`src/include/eq_meter_pkg.sv`:
```
// Purpose: shared constants for the equalizer mode and meter register bank
// Assumes: register index times four gives the AXI4-Lite byte address
// Notes:   reset values of the mode registers are all zero
package eq_meter_pkg;
  localparam int ADDR_W = 12;
  localparam int DATA_W = 32;
  localparam int REG_W  = 8;

  // register indices, byte address is index * 4
  localparam logic [ADDR_W-3:0] IDX_EQ_MODE    = 10'h03d;
  localparam logic [ADDR_W-3:0] IDX_PRED_MODE  = 10'h03e;
  localparam logic [ADDR_W-3:0] IDX_PHASE_LOW  = 10'h040;
  localparam logic [ADDR_W-3:0] IDX_PHASE_HIGH = 10'h041;
  localparam logic [ADDR_W-3:0] IDX_OVF_COUNT  = 10'h042;

  // equalizer_mode_control fields
  localparam int EQ_GAIN_BIT      = 0;
  localparam int EQ_ADAPT_BIT     = 1;
  localparam int EQ_ZERO_BIT      = 2;
  localparam int EQ_LAST_ONLY_BIT = 3;
  // predictor_mode_control fields
  localparam int PRED_GAIN_BIT     = 0;
  localparam int PRED_ADAPT_BIT    = 1;
  localparam int PRED_ZERO_BIT     = 2;
  localparam int PRED_ZERO_OUT_BIT = 3;
  localparam int MODE_W            = 4;

  localparam logic [MODE_W-1:0] EQ_MODE_RESET   = 4'h0;
  localparam logic [MODE_W-1:0] PRED_MODE_RESET = 4'h0;

  // step of four is a left shift by two
  localparam logic [1:0] EQ_STEP_SHIFT_HIGH = 2'h2;
  localparam logic [1:0] EQ_STEP_SHIFT_LOW  = 2'h0;

  // meters
  localparam int PHASE_ACC_W    = 26;
  localparam int PHASE_LOW_LSB  = 10;
  localparam int PHASE_HIGH_LSB = 18;
  localparam int OVF_ACC_W      = 8;

  localparam logic [1:0] RESP_OKAY   = 2'h0;
  localparam logic [1:0] RESP_SLVERR = 2'h2;

  typedef enum logic [1:0] {
    WR_COLLECT = 2'b01,
    WR_RESP    = 2'b10
  } wr_state_t;
endpackage

```
`src/interval_meter.sv`:
```
// Purpose: accumulator that sums or counts over one meter interval and latches the result
// Assumes: inputs come from logic on i_clk
// Notes:   restarts from zero after every latch
`timescale 1ns/10ps
module interval_meter #(
  parameter int ACC_W    = 26,
  parameter int IN_W     = 12,
  parameter bit SIGNED   = 1'b1,
  parameter bit SATURATE = 1'b0
) (
  input  wire logic             i_clk,
  input  wire logic             i_resetn,
  input  wire logic             i_interval_end,
  input  wire logic             i_valid,
  input  wire logic [IN_W-1:0]  i_sample,
  output logic      [ACC_W-1:0] o_result
);
  logic [ACC_W-1:0] acc;
  logic [ACC_W-1:0] next_acc;
  logic [ACC_W-1:0] next_result;
  logic [ACC_W-1:0] ext;
  logic [ACC_W-1:0] sum;

  always_comb
  begin
    ext = {{(ACC_W-IN_W){SIGNED & i_sample[IN_W-1]}}, i_sample};
    if (!i_valid)
      sum = acc;
    else if (SATURATE && (&acc))
      sum = acc;
    else
      sum = acc + ext;
    next_result = o_result;
    next_acc    = sum;
    if (i_interval_end)
    begin
      next_result = sum;
      next_acc    = '0;
    end
  end

  always_ff @(posedge i_clk or negedge i_resetn)
  begin
    if (!i_resetn)
    begin
      acc      <= '0;
      o_result <= '0;
    end
    else
    begin
      acc      <= next_acc;
      o_result <= next_result;
    end
  end
endmodule // interval_meter

```
`src/eq_meter_regs.sv`:
```
// Purpose: equalizer and predictor mode registers plus phase and overflow meters
// Assumes: AXI4-Lite master, meter interval strobe and samples on i_clk
// Notes:   register data sits in byte lane 0, upper bits read zero
`timescale 1ns/10ps
// Overview of operation
// - with adaptation on, the last-tap bit adapts only the oldest tap, else all taps adapt.
// - with equalizer adaptation on, the clear bit holds every equalizer tap at zero.
// - the equalizer adapt enable lets taps move when set and freezes them when clear.
// - the equalizer gain bit makes the adaptation step four times larger.
// - the predictor bypass bit forces the correction term to zero, adaptation goes on.
// - with predictor adaptation on, its clear bit holds every predictor tap at zero.
// - the predictor adapt enable lets its taps move when set and freezes them when clear.
// - the phase detector output is summed into a 26-bit signed meter per interval.
// - the phase pair shows sum bits 17:10 in the low byte and 25:18 in the high byte.
// - the phase sum is latched at every interval end, the pair's high byte is copied from it at each low byte read.
// - adc overflows are counted in an 8-bit counter that sticks at its maximum.
// - the overflow count is copied to its read-only byte at every interval end.
module eq_meter_regs
  import eq_meter_pkg::*;
#(
  parameter int PD_W   = 12,
  parameter int CORR_W = 16
) (
  input  wire logic                           i_clk,
  input  wire logic                           i_resetn,
  input  wire logic [eq_meter_pkg::ADDR_W-1:0] i_awaddr,
  input  wire logic                           i_awvalid,
  output logic                                o_awready,
  input  wire logic [eq_meter_pkg::DATA_W-1:0] i_wdata,
  input  wire logic [3:0]                     i_wstrb,
  input  wire logic                           i_wvalid,
  output logic                                o_wready,
  output logic [1:0]                          o_bresp,
  output logic                                o_bvalid,
  input  wire logic                           i_bready,
  input  wire logic [eq_meter_pkg::ADDR_W-1:0] i_araddr,
  input  wire logic                           i_arvalid,
  output logic                                o_arready,
  output logic [eq_meter_pkg::DATA_W-1:0]     o_rdata,
  output logic [1:0]                          o_rresp,
  output logic                                o_rvalid,
  input  wire logic                           i_rready,
  input  wire logic                           i_meter_interval_end,
  input  wire logic                           i_phase_valid,
  input  wire logic [PD_W-1:0]                i_phase_sample,
  input  wire logic                           i_adc_overflow,
  input  wire logic [CORR_W-1:0]              i_pred_correction,
  output logic [CORR_W-1:0]                   o_pred_correction,
  output logic                                o_eq_adapt_enable,
  output logic                                o_eq_adapt_all,
  output logic                                o_eq_adapt_last_only,
  output logic                                o_eq_coeff_zero,
  output logic [1:0]                          o_eq_step_shift,
  output logic                                o_pred_adapt_enable,
  output logic                                o_pred_coeff_zero,
  output logic                                o_pred_gain_high
);
  function automatic logic [ADDR_W-3:0] word_index(input logic [ADDR_W-1:0] addr);
    word_index = addr[ADDR_W-1:2];
  endfunction

  logic [MODE_W-1:0]      eq_mode;
  logic [MODE_W-1:0]      next_eq_mode;
  logic [MODE_W-1:0]      pred_mode;
  logic [MODE_W-1:0]      next_pred_mode;
  wr_state_t              wr_state;
  wr_state_t              next_wr_state;
  logic                   aw_held;
  logic                   next_aw_held;
  logic                   w_held;
  logic                   next_w_held;
  logic [ADDR_W-1:0]      awaddr_q;
  logic [ADDR_W-1:0]      next_awaddr_q;
  logic [REG_W-1:0]       wdata_q;
  logic [REG_W-1:0]       next_wdata_q;
  logic                   wlane_q;
  logic                   next_wlane_q;
  logic                   next_awready;
  logic                   next_wready;
  logic [1:0]             next_bresp;
  logic                   next_bvalid;
  logic [ADDR_W-3:0]      widx;
  logic                   next_arready;
  logic [DATA_W-1:0]      next_rdata;
  logic [1:0]             next_rresp;
  logic                   next_rvalid;
  logic [ADDR_W-3:0]      ridx;
  logic [REG_W-1:0]       phase_high_shadow;
  logic [REG_W-1:0]       next_phase_high_shadow;
  logic [PHASE_ACC_W-1:0] phase_result;
  logic [OVF_ACC_W-1:0]   ovf_result;

  interval_meter #(
    .ACC_W    (PHASE_ACC_W),
    .IN_W     (PD_W),
    .SIGNED   (1'b1),
    .SATURATE (1'b0)
  ) u_phase_meter (
    .i_clk          (i_clk),
    .i_resetn       (i_resetn),
    .i_interval_end (i_meter_interval_end),
    .i_valid        (i_phase_valid),
    .i_sample       (i_phase_sample),
    .o_result       (phase_result)
  );

  interval_meter #(
    .ACC_W    (OVF_ACC_W),
    .IN_W     (1),
    .SIGNED   (1'b0),
    .SATURATE (1'b1)
  ) u_overflow_meter (
    .i_clk          (i_clk),
    .i_resetn       (i_resetn),
    .i_interval_end (i_meter_interval_end),
    .i_valid        (i_adc_overflow),
    .i_sample       (1'b1),
    .o_result       (ovf_result)
  );

  // write channel: address and data may come in either order
  always_comb
  begin
    next_wr_state  = wr_state;
    next_aw_held   = aw_held;
    next_w_held    = w_held;
    next_awaddr_q  = awaddr_q;
    next_wdata_q   = wdata_q;
    next_wlane_q   = wlane_q;
    next_bresp     = o_bresp;
    next_eq_mode   = eq_mode;
    next_pred_mode = pred_mode;
    widx           = '0;
    if (o_awready && i_awvalid)
    begin
      next_aw_held  = 1'b1;
      next_awaddr_q = i_awaddr;
    end
    if (o_wready && i_wvalid)
    begin
      next_w_held  = 1'b1;
      next_wdata_q = i_wdata[REG_W-1:0];
      next_wlane_q = i_wstrb[0];
    end
    case (wr_state)
      WR_COLLECT:
      begin
        if (next_aw_held && next_w_held)
        begin
          widx          = word_index(next_awaddr_q);
          next_aw_held  = 1'b0;
          next_w_held   = 1'b0;
          next_wr_state = WR_RESP;
          next_bresp    = RESP_OKAY;
          // meters are read only, writes there are dropped quietly
          if (widx == IDX_EQ_MODE && next_wlane_q)
            next_eq_mode = next_wdata_q[MODE_W-1:0];
          else if (widx == IDX_PRED_MODE && next_wlane_q)
            next_pred_mode = next_wdata_q[MODE_W-1:0];
          else if (widx != IDX_EQ_MODE && widx != IDX_PRED_MODE && widx != IDX_PHASE_LOW
                   && widx != IDX_PHASE_HIGH && widx != IDX_OVF_COUNT)
            next_bresp = RESP_SLVERR;
        end
      end
      WR_RESP:
      begin
        if (i_bready)
          next_wr_state = WR_COLLECT;
      end
      default: next_wr_state = WR_COLLECT;
    endcase
    next_bvalid  = (next_wr_state == WR_RESP);
    next_awready = !next_aw_held && !next_bvalid;
    next_wready  = !next_w_held && !next_bvalid;
  end

  always_ff @(posedge i_clk or negedge i_resetn)
  begin
    if (!i_resetn)
    begin
      wr_state  <= WR_COLLECT;
      aw_held   <= 1'b0;
      w_held    <= 1'b0;
      awaddr_q  <= '0;
      wdata_q   <= '0;
      wlane_q   <= 1'b0;
      o_awready <= 1'b0;
      o_wready  <= 1'b0;
      o_bvalid  <= 1'b0;
      o_bresp   <= RESP_OKAY;
      eq_mode   <= EQ_MODE_RESET;
      pred_mode <= PRED_MODE_RESET;
    end
    else
    begin
      wr_state  <= next_wr_state;
      aw_held   <= next_aw_held;
      w_held    <= next_w_held;
      awaddr_q  <= next_awaddr_q;
      wdata_q   <= next_wdata_q;
      wlane_q   <= next_wlane_q;
      o_awready <= next_awready;
      o_wready  <= next_wready;
      o_bvalid  <= next_bvalid;
      o_bresp   <= next_bresp;
      eq_mode   <= next_eq_mode;
      pred_mode <= next_pred_mode;
    end
  end

  // read channel; the low byte read freezes the high byte so the pair stays coherent
  always_comb
  begin
    next_rdata             = o_rdata;
    next_rresp             = o_rresp;
    next_rvalid            = o_rvalid;
    next_phase_high_shadow = phase_high_shadow;
    ridx                   = word_index(i_araddr);
    if (o_rvalid && i_rready)
      next_rvalid = 1'b0;
    if (o_arready && i_arvalid)
    begin
      next_rvalid = 1'b1;
      next_rresp  = RESP_OKAY;
      next_rdata  = '0;
      case (ridx)
        IDX_EQ_MODE:    next_rdata[MODE_W-1:0] = eq_mode;
        IDX_PRED_MODE:  next_rdata[MODE_W-1:0] = pred_mode;
        IDX_PHASE_LOW:
        begin
          next_rdata[REG_W-1:0]  = phase_result[PHASE_LOW_LSB +: REG_W];
          next_phase_high_shadow = phase_result[PHASE_HIGH_LSB +: REG_W];
        end
        IDX_PHASE_HIGH: next_rdata[REG_W-1:0] = phase_high_shadow;
        IDX_OVF_COUNT:  next_rdata[REG_W-1:0] = ovf_result;
        default:        next_rresp = RESP_SLVERR;
      endcase
    end
    next_arready = !next_rvalid;
  end

  always_ff @(posedge i_clk or negedge i_resetn)
  begin
    if (!i_resetn)
    begin
      o_arready         <= 1'b0;
      o_rvalid          <= 1'b0;
      o_rdata           <= '0;
      o_rresp           <= RESP_OKAY;
      phase_high_shadow <= '0;
    end
    else
    begin
      o_arready         <= next_arready;
      o_rvalid          <= next_rvalid;
      o_rdata           <= next_rdata;
      o_rresp           <= next_rresp;
      phase_high_shadow <= next_phase_high_shadow;
    end
  end

  // mode controls to the datapath, one cycle behind the register
  always_ff @(posedge i_clk or negedge i_resetn)
  begin
    if (!i_resetn)
    begin
      o_eq_adapt_enable    <= 1'b0;
      o_eq_adapt_all       <= 1'b0;
      o_eq_adapt_last_only <= 1'b0;
      o_eq_coeff_zero      <= 1'b0;
      o_eq_step_shift      <= EQ_STEP_SHIFT_LOW;
      o_pred_adapt_enable  <= 1'b0;
      o_pred_coeff_zero    <= 1'b0;
      o_pred_gain_high     <= 1'b0;
      o_pred_correction    <= '0;
    end
    else
    begin
      o_eq_adapt_enable    <= eq_mode[EQ_ADAPT_BIT];
      o_eq_adapt_all       <= eq_mode[EQ_ADAPT_BIT] & ~eq_mode[EQ_LAST_ONLY_BIT];
      o_eq_adapt_last_only <= eq_mode[EQ_ADAPT_BIT] & eq_mode[EQ_LAST_ONLY_BIT];
      o_eq_coeff_zero      <= eq_mode[EQ_ADAPT_BIT] & eq_mode[EQ_ZERO_BIT];
      o_eq_step_shift      <= eq_mode[EQ_GAIN_BIT] ? EQ_STEP_SHIFT_HIGH
                                                   : EQ_STEP_SHIFT_LOW;
      o_pred_adapt_enable  <= pred_mode[PRED_ADAPT_BIT];
      o_pred_coeff_zero    <= pred_mode[PRED_ADAPT_BIT] & pred_mode[PRED_ZERO_BIT];
      o_pred_gain_high     <= pred_mode[PRED_GAIN_BIT];
      // bypass only touches the correction, adaptation keeps running
      o_pred_correction    <= pred_mode[PRED_ZERO_OUT_BIT] ? '0 : i_pred_correction;
    end
  end
endmodule // eq_meter_regs

```
`config.mk`:
```
export PLATFORM = sky130hd
export DESIGN_NAME = eq_meter_regs
export DESIGN_NICKNAME = d
export VERILOG_FILES = /design/src/include/eq_meter_pkg.sv /design/src/interval_meter.sv /design/src/eq_meter_regs.sv
export SDC_FILE = /design/constraint.sdc
export NUM_CORES = 1
export LEC_CHECK = 0
export BUFFER_PORTS_ARGS = -buffer_cell sky130_fd_sc_hd__clkbuf_2
export CAP_MARGIN = 10
export CORE_MARGIN = 1.5
export CORE_UTILIZATION = 45
export CTS_CLUSTER_DIAMETER = 150
export DETAILED_ROUTE_END_ITERATION = 8
export PLACE_DENSITY = 0.79
export SLEW_MARGIN = 20
export SYNTH_ARGS = -nofsm -noshare
export SYNTH_HDL_FRONTEND = slang
export SYNTH_SLANG_ARGS = --single-unit
```
`constraint.sdc`:
```
create_clock -name i_clk -period 4.3 [get_ports i_clk]
set_clock_uncertainty 0.1 [all_clocks]
set_input_delay 0.86 -clock i_clk [delete_from_list [all_inputs] [get_ports i_clk]]
set_output_delay 0.86 -clock i_clk [all_outputs]
set_load 0.05 [all_outputs]
```
; ---- Word-level counts from Yosys, hierarchy flattened
; Index checks and enable logic that the tools add are counted.
[classes]
n_mux = 27
n_eq_ne = 15
bitwise_logic = 6
n_reduce_logical = 23
add_sub_neg = 2
[ops]
columns = cell, count
row1 = $mux W26, 2
row2 = $eq A10 B6 Y1 const B, 4
row3 = $eq A10 B7 Y1 const B, 3
row4 = $ne A10 B7 Y1 const B, 3
row5 = $add A26 B26 Y26, 1
row6 = $mux W8, 3
row7 = $ne A10 B6 Y1 const B, 2
row8 = $pmux W4 S5, 1
row9 = $mux W16, 1
row10 = $mux W2, 7
row11 = $logic_and A1 B1 Y1, 13
row12 = $mux W12, 1
row13 = $pmux W4 S3, 1
row14 = $mux W1, 9
row15 = $add A8 B1 Y8 const B, 1
row16 = $reduce_and A8 Y1, 1
row17 = $reduce_or A5 Y1, 1
row18 = $and A1 B1 Y1, 4
row19 = $eq A2 B2 Y1 const B, 2
row20 = $logic_not A1 Y1, 4
row21 = $mux W4, 1
row22 = $pmux W2 S2, 1
row23 = $reduce_and A2 Y1, 2
row24 = $reduce_and A4 Y1, 1
row25 = 3 further kinds, 4
[word_totals]
inputBits = 98
elab_cells = 104
out_inout_bits = 66
regBits = 147

; ---- Logic depth before layout (Yosys ltp)
; Gate-level depths: netlist of run 1.
[depth]
ltp_word = 10
depth_mapped = 10
depth_no_buf = 10

; ---- Cells and area by module
; Synthesis of run 1 repeated with hierarchy kept, for this count alone.
[unflattened]
cells_unflattened = 742
area_unflattened_um2 = 7533.5
[by_module_without_submodules]
columns = mod, n_inst, area_each_um2, seq_area_each_um2, cells_each
row1 = interval_meter at u_phase_meter, 1, 3402.0, 1301.2, 374
row2 = eq_meter_regs, 1, 3343.2, 1853.0, 297
row3 = interval_meter at u_overflow_meter, 1, 788.3, 400.4, 71

; ---- Least setup slack after synthesis of run 1
; OpenSTA, ideal clock, no wires.
[synth_timing]
path_type = input to register
startpoint = input i_phase_sample[0]
endpoint = register u_phase_meter.o_result[22]
slack_ns = 1.055
arrival_time_ns = 3.019
stages = 10
t_required_ns = 4.074
path_buffers = 0
setup_ns = 0.126
cell_sequence = ha_1 -> fa_1 -> a21oi_2 -> o211ai_1 -> a31oi_2 -> nor3_1 -> o21a_1 -> o41ai_4 -> mux2i_1 -> a221o_1
[synth_between]
elab_chain_len = 2
[synth_rtl]
columns = item, line
row1 = start: declaration, eq_meter_regs.sv:45  ; input wire logic [PD_W-1:0] i_phase_sample,
row2 = $add A26 B26 Y26, interval_meter.sv:32  ; sum = acc + ext;
row3 = $mux W26, interval_meter.sv:27  ; if (!i_valid)
row4 = end signal: assignment, interval_meter.sv:52  ; o_result <= next_result;
row5 = end: declaration, interval_meter.sv:16  ; output logic [ACC_W-1:0] o_result
; No other way between the ends.
; A chain may end at the register's enable or synchronous reset.

; ---- Worst setup path after layout of run 1
[layout_timing]
startpoint = input i_phase_sample[11]
endpoint = register u_phase_meter.o_result[25]
; The elaborated chain is that of the path after synthesis.

==> metrics.md, run 1 <==
| Metric | Value |
|---|---|
| Synth area leader | `dfrtp_1` |
| Global-route wire length before repair | `24200 um` |
| Placed wire-length estimate | `10400 um` |
| Max_cap viols | `0` |
| Cell area after layout | `0.00818 mm2` |
| Core ar. | `0.0153 mm2` |
| Post-layout min period | `3.21 ns` |
| Die Footprint | `0.0164 mm2` |
| Clk_lat worst skew | `0.42 ns` |
| Cts bufs inserted | `17` |
| Crit path DAT | `3.40 ns` |
| Most frequent cell after synthesis | `dfrtp_1` |
| Comb power frac | `27.7%` |
| Largest net degree at the start of global routing | `72` |
| RSZ-0062 raised after global routing | `no` |
| Most instantiated cells after synthesis | `dfrtp_1, nor2_1, a21oi_1` |
| Status | `complete, no violations` |
| Post-synth top area share | `46.6%` |
| Gr usage total | `18.7%` |
| Clock Sinks | `132` |
| Post-Syn Area | `0.00704 mm2` |
| Max Root-Sink Buffers | `2` |
| DRT Pass-1 Iters | `5` |
| Setup violators final | `0` |
| CTS resizes | `0` |
| Die height | `128 um` |
| Area Overhead vs Synth | `16.2%` |
| Layout cells sized above 1 | `22.9%` |
| Fin worst setup slack | `1.09 ns` |
| Post-CTS Setup Repair Bufs | `0` |
| Top_reg_cell synth | `dfrtp_1` |
| CP peak stage delay | `0.49 ns` |
| CTS tree | `yes` |
| Vias per cell | `5.22` |
| Pre-CTS setup slack | `0.680 ns` |
| Starting Density | `46.1%` |
| Setup_tns | `0 ns` |
| CP delay by family, top | `compound AO/OA/AOI/OAI gates` |
| Max-slew violation count | `0` |
| Sequential share of the synthesized area | `46.9%` |
| GRT met3 Usage | `4.42%` |
| Vias | `5243` |
| Total power | `4.07 mW` |
| Die width | `128 um` |
| H-tree level count | `4` |
| Worst-margin pin slew | `0.817 ns` |
| Period utilisation layout | `74.6%` |
| Multi-input logic area | `0.00344 mm2` |
| Dominant cells by area after synthesis | `dfrtp_1, mux2i_1, ha_1, nor2_1, mux2_2` |
| Placer congestion estimate | `0.832` |
| Sw frac | `35.0%` |
| Global-route met1 utilization | `23.8%` |
| # IOs | `164` |
| Grt peak-use layer | `met2` |
| Root Driver | `clkbuf_16` |
| CP max FO | `15` |
| Asr flop ratio synth | `100%` |
| Port Buffers | `101` |
| Leakage power | `4.02 nW` |
| Met2 usage | `31.2%` |
| Slew headroom | `45.0%` |
| Sequential cell area | `0.00330 mm2` |
| Total routed wirelength | `14500 um` |
| Worst-path clk slew | `0.06 ns` |
| Crit-path cells | `clkbuf_2, ha_1, a211oi_1, nor2_1, o41ai_1, o21ai_0, o41ai_2, xnor2_2, mux2i_1, a221o_1` |
| Bufs and invs on worst path | `1` |
| Yosys warning count | `0` |
| WS Path Type | `in -> reg` |
| CP startpoint kind | `input pin` |
| Post-synth EDFFs | `0` |
| Hold buffer count at cts | `0` |
| Post-route ant nets | `0` |
| Routed len/inst | `14.5 um` |
| Internal | `2.65 mW` |
| Synth unique cells | `71` |
| Hold WC Path Type | `reg -> reg` |
| Cells after Synth | `689` |
| Endpoint type of the worst setup path | `flip-flop` |
| Fin nets | `908` |
| Fill count | `1367` |
| Avg Inst Size Synth | `10.2 um2` |
| Worst VDD drop | `0.323 mV` |
| Yosys reg bits | `132` |
| FP Rows | `45` |
| Clock share of power | `33.5%` |
| Switching Power | `1.43 mW` |
| # diodes | `0` |
| First DRT Iteration DRCs | `321` |
| PwrDens | `498 mW/mm2` |
| Initial antenna violation count | `0` |
| Grt ovf | `0` |
| CP max-delay cell | `ha_1` |
| Worst EP required | `4.50 ns` |
| Fmax | `312 MHz` |
| Drt drc | `0` |
| Post-DP Area | `0.00761 mm2` |
| Number of global-route vias before repair | `5039` |
| Sequential share of power | `38.8%` |
| Hold Violations, Final | `0` |
## per-layer routing
metal  up-vias  wire length (um)
li1       2586                 -
met4         0               255
met5         -                 0
met3        15               800
met2       179              6740
met1      2463              6740
## cell usage in the layout, fill, tap and decap left out, types with 5 or more instances in the layout
master     synthesis  routed
dfrtp_1          131     131
clkbuf_2           1     100
nor2_1            84      84
a21oi_1           46      46
nand2_1           45      45
mux2i_1           36      36
ha_1              28      28
mux2_2            27      27
conb_1             1      27
o21ai_0           23      23
nor2b_1           22      22
clkbuf_16          0      17
inv_1             16      16
nand3_1           12      12
xnor2_1           12      12
xor2_1            10      10
nor3_1            10      10
a21o_1            10      10
nand4_1            9       9
nand3b_1           8       8
nand2b_1           8       8
a31oi_1            7       7
and3_1             6       6
o21ai_1            6       6
nor4_1             6       6
clkinv_4           0       6
and2_1             5       5
## kinds of logic after synthesis
family                   count (synthesis)  share of synthesized area, %
other                                    1                        0.0533
AO/OA/AOI/OAI                          138                          13.6
multiplexers                            66                          9.92
AND/OR/NAND/NOR                        227                          15.7
adder cells (fa/ha/maj)                 29                          5.26
buffers and inverters                   73                          5.58
flip-flops                             132                          46.9
XOR/XNOR                                23                          2.97
## metrics by stage
step	hold slack [ns]	util, %	instances
CTS	0.321	53.6	1005
global route	0.341	53.6	1005
global placement	0.301	49.9	973
finish	0.315	53.6	1005
floorplan	0.270	-	715
detailed placement	0.308	49.9	973
## power by group through the flow
stage	sequential (mW)	clock [mW]	combinational (mW)
after floorplan	1.66	0	0.810
after global placement	1.59	0	1.09
after detailed placement	1.59	0	1.12
after CTS	1.58	1.39	1.13
after global routing	1.60	1.44	1.25
final	1.58	1.36	1.13
## state kept, by name, summed over array words and instances (netlist names), 2 cells and up
name / count
awaddr_q: 10
u_overflow_meter.acc: 8
phase_high_shadow: 8
pred_mode: 4
o_rdata: 8
u_overflow_meter.o_result: 8
eq_mode: 4
wdata_q: 4
u_phase_meter.acc: 26
wr_state: 2
u_phase_meter.o_result: 16
o_pred_correction: 16
## final timing paths
kind | startpoint | to | slack, ns | cells after the start
max | i_phase_sample[11] | u_phase_meter.o_result[25] | 1.09 | 10
min | eq_mode[0] | o_eq_step_shift[1] | 0.31 | 0
max reg2reg | u_phase_meter.acc[0] | u_phase_meter.o_result[22] | 1.31 | 10
min reg2reg | eq_mode[0] | o_eq_step_shift[1] | 0.31 | 0
max in group asynchronous | i_resetn | wr_state[0] | 2.84 | 2
min in group asynchronous | i_resetn | awaddr_q[6] | 0.42 | 1
## final cells by class
class / count / area share [%]
well taps: 211 / 3.23
flip-flops and latches: 132 / 40.4
repair buffers: 104 / 6.64
clock inverters: 15 / 1.76
clock buffers: 17 / 5.20
multi-input cells: 510 / 42.0
inverters: 16 / 0.734
No activity file was read; power rests on OpenSTA's default activity.
==> run 2: changes to the inputs <==
==> constraint.sdc (replaced) <==
create_clock -name i_clk -period 3.1 [get_ports i_clk]
set_clock_uncertainty 0.1 [all_clocks]
set_input_delay 0.62 -clock i_clk [delete_from_list [all_inputs] [get_ports i_clk]]
set_output_delay 0.62 -clock i_clk [all_outputs]
set_load 0.05 [all_outputs]
==> run 2 against run 1 <==
Clock power is 40% higher. Non-clock buffer count up 36. Flip-flop and latch count did not move. Die area did not move. Critical path depth unchanged. Cell area is 3.4% higher. Sequential power up 39%. Setup slack worse by 0.88 ns. Global-route usage is 1.3 points higher. Sequential share of layout area shrank 1.3 points. Largest cell class unchanged.
==> metrics.md, run 2 (synthesis gave the netlist of run 1 again) <==
| Metric | Value |
|---|---|
| Wire length on met1 | `6960 um (+3.3%)` |
| Grt ovf | `0 (unchanged)` |
| Fin nets | `944 (+4.0%)` |
| CP max-delay cell | `fa_1` |
| # IOs | `164 (unchanged)` |
| Max Root-Sink Buffers | `2 (unchanged)` |
| Drt drc | `0 (unchanged)` |
| # diodes | `0 (unchanged)` |
| Worst EP required | `3.30 ns (-1.20 ns)` |
| Met3 WL post-DR | `789 um (-1.4%)` |
| CP delay by family, top | `compound AO/OA/AOI/OAI gates` |
| Fin util | `55.4% (+1.8 points)` |
| Period utilisation layout | `93.1%` |
| Leakage power | `4.20 nW (+4.5%)` |
| PwrDens | `681 mW/mm2 (+37%)` |
| Root Driver | `clkbuf_16` |
| Status | `complete, no violations` |
| Cell area after layout | `0.00846 mm2 (+3.4%)` |
| Max_cap viols | `0 (unchanged)` |
| Area Overhead vs Synth | `20.2%` |
| CTS tree | `yes` |
| Post-CTS Setup Repair Bufs | `0 (unchanged)` |
| Worst-path clk slew | `0.06 ns (about the same)` |
| Hold buffer count at cts | `0 (unchanged)` |
| Number of global-route vias before repair | `5310 (+5.4%)` |
| Hold WC Path Type | `in -> async` |
| WS Path Type | `reg -> reg` |
| Placer congestion estimate | `0.855 (+2.8%)` |
| Setup violators final | `0 (unchanged)` |
| Hold Slack | `0.0586 ns (-0.256 ns)` |
| Die Footprint | `0.0164 mm2 (unchanged)` |
| Slew headroom | `53.3% (+8.3 points)` |
| Max reg flops | `26 (unchanged)` |
| CP max FO | `3 (-12)` |
| Vias per cell | `5.18 (-0.77%)` |
| Max-slew violation count | `0 (unchanged)` |
| Port Buffers | `101 (unchanged)` |
| Reg with most FFs | `u_phase_meter.acc` |
| FP Rows | `45 (unchanged)` |
| Post-route ant nets | `0 (unchanged)` |
| Crit-path cells | `ha_1, fa_1, a21oi_2, o211ai_1, a31oi_2, nor3_1, o21a_1, o41ai_4, mux2i_1, a221o_1` |
| Routed len/inst | `15.0 um (+3.5%)` |
| Fmax | `347 MHz` |
| Gr usage total | `20.0% (+1.3 points)` |
| Global-route wire length before repair | `25800 um (+6.6%)` |
| Post-layout min period | `2.89 ns` |
| Met2 WL | `7590 um (+13%)` |
| Core ar. | `0.0153 mm2 (unchanged)` |
| Vias | `5389 (+2.8%)` |
| Clock Sinks | `132 (unchanged)` |
| Crit path DAT | `3.08 ns (-0.32 ns)` |
| H-tree level count | `4 (unchanged)` |
| Clk_lat worst skew | `0.42 ns (about the same)` |
| First DRT Iteration DRCs | `298 (-7.2%)` |
| Placed wire-length estimate | `11400 um (+9.8%)` |
| DRT Pass-1 Iters | `5 (unchanged)` |
| Most common cell after layout, fill and taps aside | `dfrtp_1` |
| Cts bufs inserted | `17 (unchanged)` |
| Die width | `128 um (unchanged)` |
| Layout cells sized above 1 | `26.3% (+3.3 points)` |
| Post-DP Area | `0.00789 mm2 (+3.7%)` |
| CTS resizes | `0 (unchanged)` |
| Largest net degree at the start of global routing | `59 (-18%)` |
| CP peak stage delay | `0.42 ns (-0.07 ns)` |
| Pre-CTS setup slack | `-0.140 ns (-0.819 ns)` |
| Bufs and invs on worst path | `0 (-1)` |
| RSZ-0062 raised after global routing | `no` |
| Most frequent cells in the layout | `dfrtp_1, clkbuf_2, nor2_1` |
| Die height | `128 um (unchanged)` |
| Fin worst setup slack | `0.215 ns (-0.879 ns)` |
| Total routed wirelength | `15600 um (+7.2%)` |
| CP startpoint kind | `flip-flop` |
| Endpoint type of the worst setup path | `flip-flop` |
| Largest registers | `u_phase_meter.acc x26, o_pred_correction x16, u_phase_meter.o_result x16` |
| Worst-margin pin slew | `0.682 ns (-0.135 ns)` |
| Worst VDD drop | `0.412 mV (+28%)` |
| Starting Density | `46.1% (unchanged)` |
| Initial antenna violation count | `0 (unchanged)` |
| Hold Violations, Final | `0 (unchanged)` |
| Top layer in use | `met4` |
==> run 2: worst paths after layout <==
check | start | cells after the start | slack [ns] | end
worst min register to register | eq_mode[0] | 0 | 0.33 | o_eq_step_shift[1]
worst min-delay path | i_resetn | 1 | 0.06 | awaddr_q[7]
max in group asynchronous | i_resetn | 2 | 1.94 | u_phase_meter.acc[25]
worst max-delay path | u_phase_meter.acc[0] | 10 | 0.21 | u_phase_meter.o_result[22]
worst max register to register | u_phase_meter.acc[0] | 10 | 0.21 | u_phase_meter.o_result[22]
min in group i_clk | i_pred_correction[12] | 2 | 0.32 | o_pred_correction[12]
==> run 2: final cells by class <==
cell class                 count  area [um2]
clock buffer                  17         425
inverter                      16        60.1
clock inverter                15         139
sequential                   132        3300
timing repair buffer         140         826
multi-input combinational    510        3440
tap                          211         264
fill                        1303        6800
==> run 2: power by group <==
group          total [mW]  internal, mW  switching (mW)
logic                1.65         0.660           0.988
registers            2.20          2.02           0.183
clock network        1.91          1.06           0.853
==> run 2: metal layers <==
layer  track usage [%]  vias up
met5                 0        -
met4              5.35        0
met3              5.09       14
met2              34.4      173
met1              24.9     2558
li1                  -     2644
==> run 2: per-stage QoR <==
step / instances / setup TNS (ns) / power, mW
5_1_grt: 1041 / 0 / 6.06
3_3_place_gp: 1009 / -0.188 / 3.79
3_5_place_dp: 1009 / -0.335 / 3.86
4_1_cts: 1041 / 0 / 5.80
6_report: 1041 / 0 / 5.76
2_1_floorplan: 715 / 0 / 3.43
==> run 2: worst register-to-register path: stages (launching register included) <==
cell and delay (ns):
dfrtp_1 0.38, ha_1 0.21, fa_1 0.42, a21oi_2 0.20, o211ai_1 0.16, a31oi_2 0.22
nor3_1 0.09, o21a_1 0.24, o41ai_4 0.37, mux2i_1 0.12, a221o_1 0.26
==> run 3: changes to the inputs <==
--- a/config.mk
+++ b/config.mk
@@ -8,10 +8,11 @@
 export BUFFER_PORTS_ARGS = -buffer_cell sky130_fd_sc_hd__clkbuf_2
 export CAP_MARGIN = 10
 export CORE_MARGIN = 1.5
-export CORE_UTILIZATION = 45
+export CORE_UTILIZATION = 54
 export CTS_CLUSTER_DIAMETER = 150
 export DETAILED_ROUTE_END_ITERATION = 8
-export PLACE_DENSITY = 0.79
+export GPL_ROUTABILITY_DRIVEN = 0
+export PLACE_DENSITY = 0.9
 export SLEW_MARGIN = 20
 export SYNTH_ARGS = -nofsm -noshare
 export SYNTH_HDL_FRONTEND = slang
==> constraint.sdc (replaced) <==
create_clock -name i_clk -period 3.1 [get_ports i_clk]
set_clock_uncertainty 0.1 [all_clocks]
set_input_delay 0.31 -clock i_clk [delete_from_list [all_inputs] [get_ports i_clk]]
set_output_delay 0.31 -clock i_clk [all_outputs]
set_load 0.05 [all_outputs]
==> run 3 against run 2 <==
First-iteration DRC count up 36%. Clock power up 14%. Global-route usage up 5.3 points. Largest cell class unchanged. Non-clock buffer count down 27. Combinational power about the same. Via count up 2.1%. Fmax down 1.3%. Flip-flop and latch count unchanged. Largest power group unchanged.
==> metrics.md, run 3 (synthesis gave the netlist of run 1 again) <==
| Metric | Value |
|---|---|
| Gr usage total | `25.3% (+5.3 points)` |
| Hold Violations, Final | `0 (unchanged)` |
| Final instance count without filler cells | `974 (-6.4%)` |
| Crit. path cell count | `10 (unchanged)` |
| Placed wire-length estimate | `11000 um (-3.4%)` |
| Cts bufs inserted | `17 (unchanged)` |
| CTS resizes | `0 (unchanged)` |
| Setup violators final | `0 (unchanged)` |
| CTS tree | `yes` |
| CP max-delay cell | `fa_1` |
| Crit-path cells | `ha_1, fa_1, a21oi_2, o211ai_1, a31oi_2, nor3_1, o21a_1, o41ai_4, mux2i_1, a221o_1` |
| Global-route wire length before repair | `26200 um (+1.6%)` |
| Vias per cell | `5.65 (+9.1%)` |
| WS Path Type | `reg -> reg` |
| Max reg flops | `26 (unchanged)` |
| Grt ovf | `0 (unchanged)` |
| Root Driver | `clkbuf_16` |
| Comb power frac | `27.0% (-1.6 points)` |
| H-tree level count | `4 (unchanged)` |
| Setup_tns | `0 ns (unchanged)` |
| Post-route ant nets | `0 (unchanged)` |
| Switching Power | `1.97 mW (-2.8%)` |
| Max_cap viols | `0 (unchanged)` |
| Max Root-Sink Buffers | `2 (unchanged)` |
| Crit path DAT | `3.12 ns (+0.04 ns)` |
| Max-slew violation count | `0 (unchanged)` |
| Number of global-route vias before repair | `5441 (+2.5%)` |
| Worst VDD drop | `0.330 mV (-20%)` |
| Die Footprint | `0.0137 mm2 (-16%)` |
| Period utilisation layout | `94.3% (+1.2 points)` |
| CP peak stage delay | `0.42 ns (about the same)` |
| # IOs | `164 (unchanged)` |
| # diodes | `0 (unchanged)` |
| Fill count | `940 (-28%)` |
| Port Buffers | `101 (unchanged)` |
| Total routed wirelength | `16500 um (+5.6%)` |
| Clk_lat worst skew | `0.42 ns (about the same)` |
| CP startpoint kind | `flip-flop` |
| RSZ-0062 raised after global routing | `no` |
| Slew headroom | `36.2% (-17 points)` |
| Worst-path clk slew | `0.06 ns (about the same)` |
| Worst-margin pin slew | `0.948 ns (+0.265 ns)` |
| Clock Sinks | `132 (unchanged)` |
| Worst R2R Setup Slack | `0.18 ns (-0.04 ns)` |
| CP max FO | `3 (unchanged)` |
| Clock share of power | `36.3% (+3.1 points)` |
| Post-Place Cells | `941 (-6.7%)` |
| Reg with most FFs | `u_phase_meter.acc` |
| Status | `complete, no violations` |
| Post-CTS Setup Repair Bufs | `0 (unchanged)` |
| Initial antenna violation count | `0 (unchanged)` |
| Hold Path Depth | `2` |
| Leakage power | `4.09 nW (-2.5%)` |
| Sw frac | `32.8% (-2.4 points)` |
| Post-layout min period | `2.92 ns (+0.0374 ns)` |
| Largest net degree at the start of global routing | `59 (unchanged)` |
| Most common cell after layout, fill and taps aside | `dfrtp_1` |
| PwrDens | `726 mW/mm2 (+6.6%)` |
| FP Rows | `41 (-8.9%)` |
| Core ar. | `0.0127 mm2 (-17%)` |
| Bufs and invs on worst path | `0 (unchanged)` |
| Multi-input logic area | `0.00344 mm2 (unchanged)` |
| Sequential cell area | `0.00330 mm2 (unchanged)` |
| First DRT Iteration DRCs | `405 (+36%)` |
| Endpoint type of the worst setup path | `flip-flop` |
| Starting Density | `55.6% (+9.4 points)` |
| Fmax | `342 MHz (-1.3%)` |
| Vias | `5503 (+2.1%)` |
| Internal | `4.04 mW (+8.1%)` |
| CP delay by family, top | `compound AO/OA/AOI/OAI gates` |
| Drt drc | `0 (unchanged)` |
| Fin nets | `917 (-2.9%)` |
| Die width | `117 um (-8.5%)` |
| Hold WC Path Type | `in -> reg` |
| Sequential share of power | `36.8% (-1.4 points)` |
| R2R cell count | `10 (unchanged)` |
| Routed len/inst | `16.9 um (+13%)` |
| DRT Pass-1 Iters | `5 (unchanged)` |
| Layout cells sized above 1 | `23.3% (-2.9 points)` |
| Most frequent cells in the layout | `dfrtp_1, clkbuf_2, nor2_1` |
| Worst EP required | `3.30 ns (about the same)` |
| Die height | `117 um (-8.5%)` |
| Largest registers | `u_phase_meter.acc x26, o_pred_correction x16, u_phase_meter.o_result x16` |
| Area Overhead vs Synth | `17.6%` |
run 3: changes by cell type in the layout (fill, tap and decap cells not counted), sizes merged:
cell and delta:
buf -29, inv -7, bufinv +4, clkbuf +4
dlygate4sd3 +2, clkinv -1, clkinvlp -1
run 3: area by class of cell:
cell class / count / area share [%]
well taps: 172 / 2.60
multi-input cells: 510 / 41.6
clock buffers: 21 / 5.68
flip-flops and latches: 132 / 39.9
repair buffers: 113 / 7.44
clock inverters: 10 / 2.06
inverters: 16 / 0.726
run 3: through the flow:
stage / area (um2) / power [mW] / hold slack (ns) / worst slack, ns / util (%)
after CTS: 8280 / 6.01 / 0.000581 / 0.157 / 65.3
after floorplan: 7140 / 3.43 / -0.0856 / 0.362 / -
after detailed placement: 7610 / 3.79 / 0.278 / 0.137 / 60.1
after global routing: 8280 / 6.29 / 0.00110 / 0.0296 / 65.3
after global placement: 7610 / 3.71 / 0.275 / 0.181 / 60.1
final: 8280 / 6.01 / 0.00725 / 0.178 / 65.3
run 3: what timing repair did:
action | in CTS | in global routing
hold buffers | 2 | 0
endpoints found under the setup margin | 0 | 0
endpoints found under the hold margin | 48 | 0
run 3: path summary, 6_finish.rpt:
kind	startpoint	endpoint
setup / recovery	u_phase_meter.acc[0]	u_phase_meter.o_result[22]
setup reg to reg	u_phase_meter.acc[0]	u_phase_meter.o_result[22]
hold / removal	i_pred_correction[7]	o_pred_correction[7]
min in group asynchronous	i_resetn	awaddr_q[7]
max in group asynchronous	i_resetn	u_phase_meter.acc[21]
hold reg to reg	eq_mode[0]	o_eq_step_shift[1]
run 3: power groups by stage:
stage	combinational, mW	clock, mW	sequential, mW
3_5_place_dp	1.57	0	2.22
5_1_grt	1.78	2.27	2.24
3_3_place_gp	1.51	0	2.20
4_1_cts	1.62	2.19	2.20
6_report	1.62	2.18	2.21
2_1_floorplan	1.12	0	2.30
run 3: per-layer routing:
layer	wire, um	share of wire (%)	vias up	global-route usage, %
met2	8330	51	219	45.2
met3	1060	6.4	41	6.39
met1	6620	40	2656	28.5
li1	-	-	2587	-
met4	449	2.7	0	11.0
met5	0	0	-	0
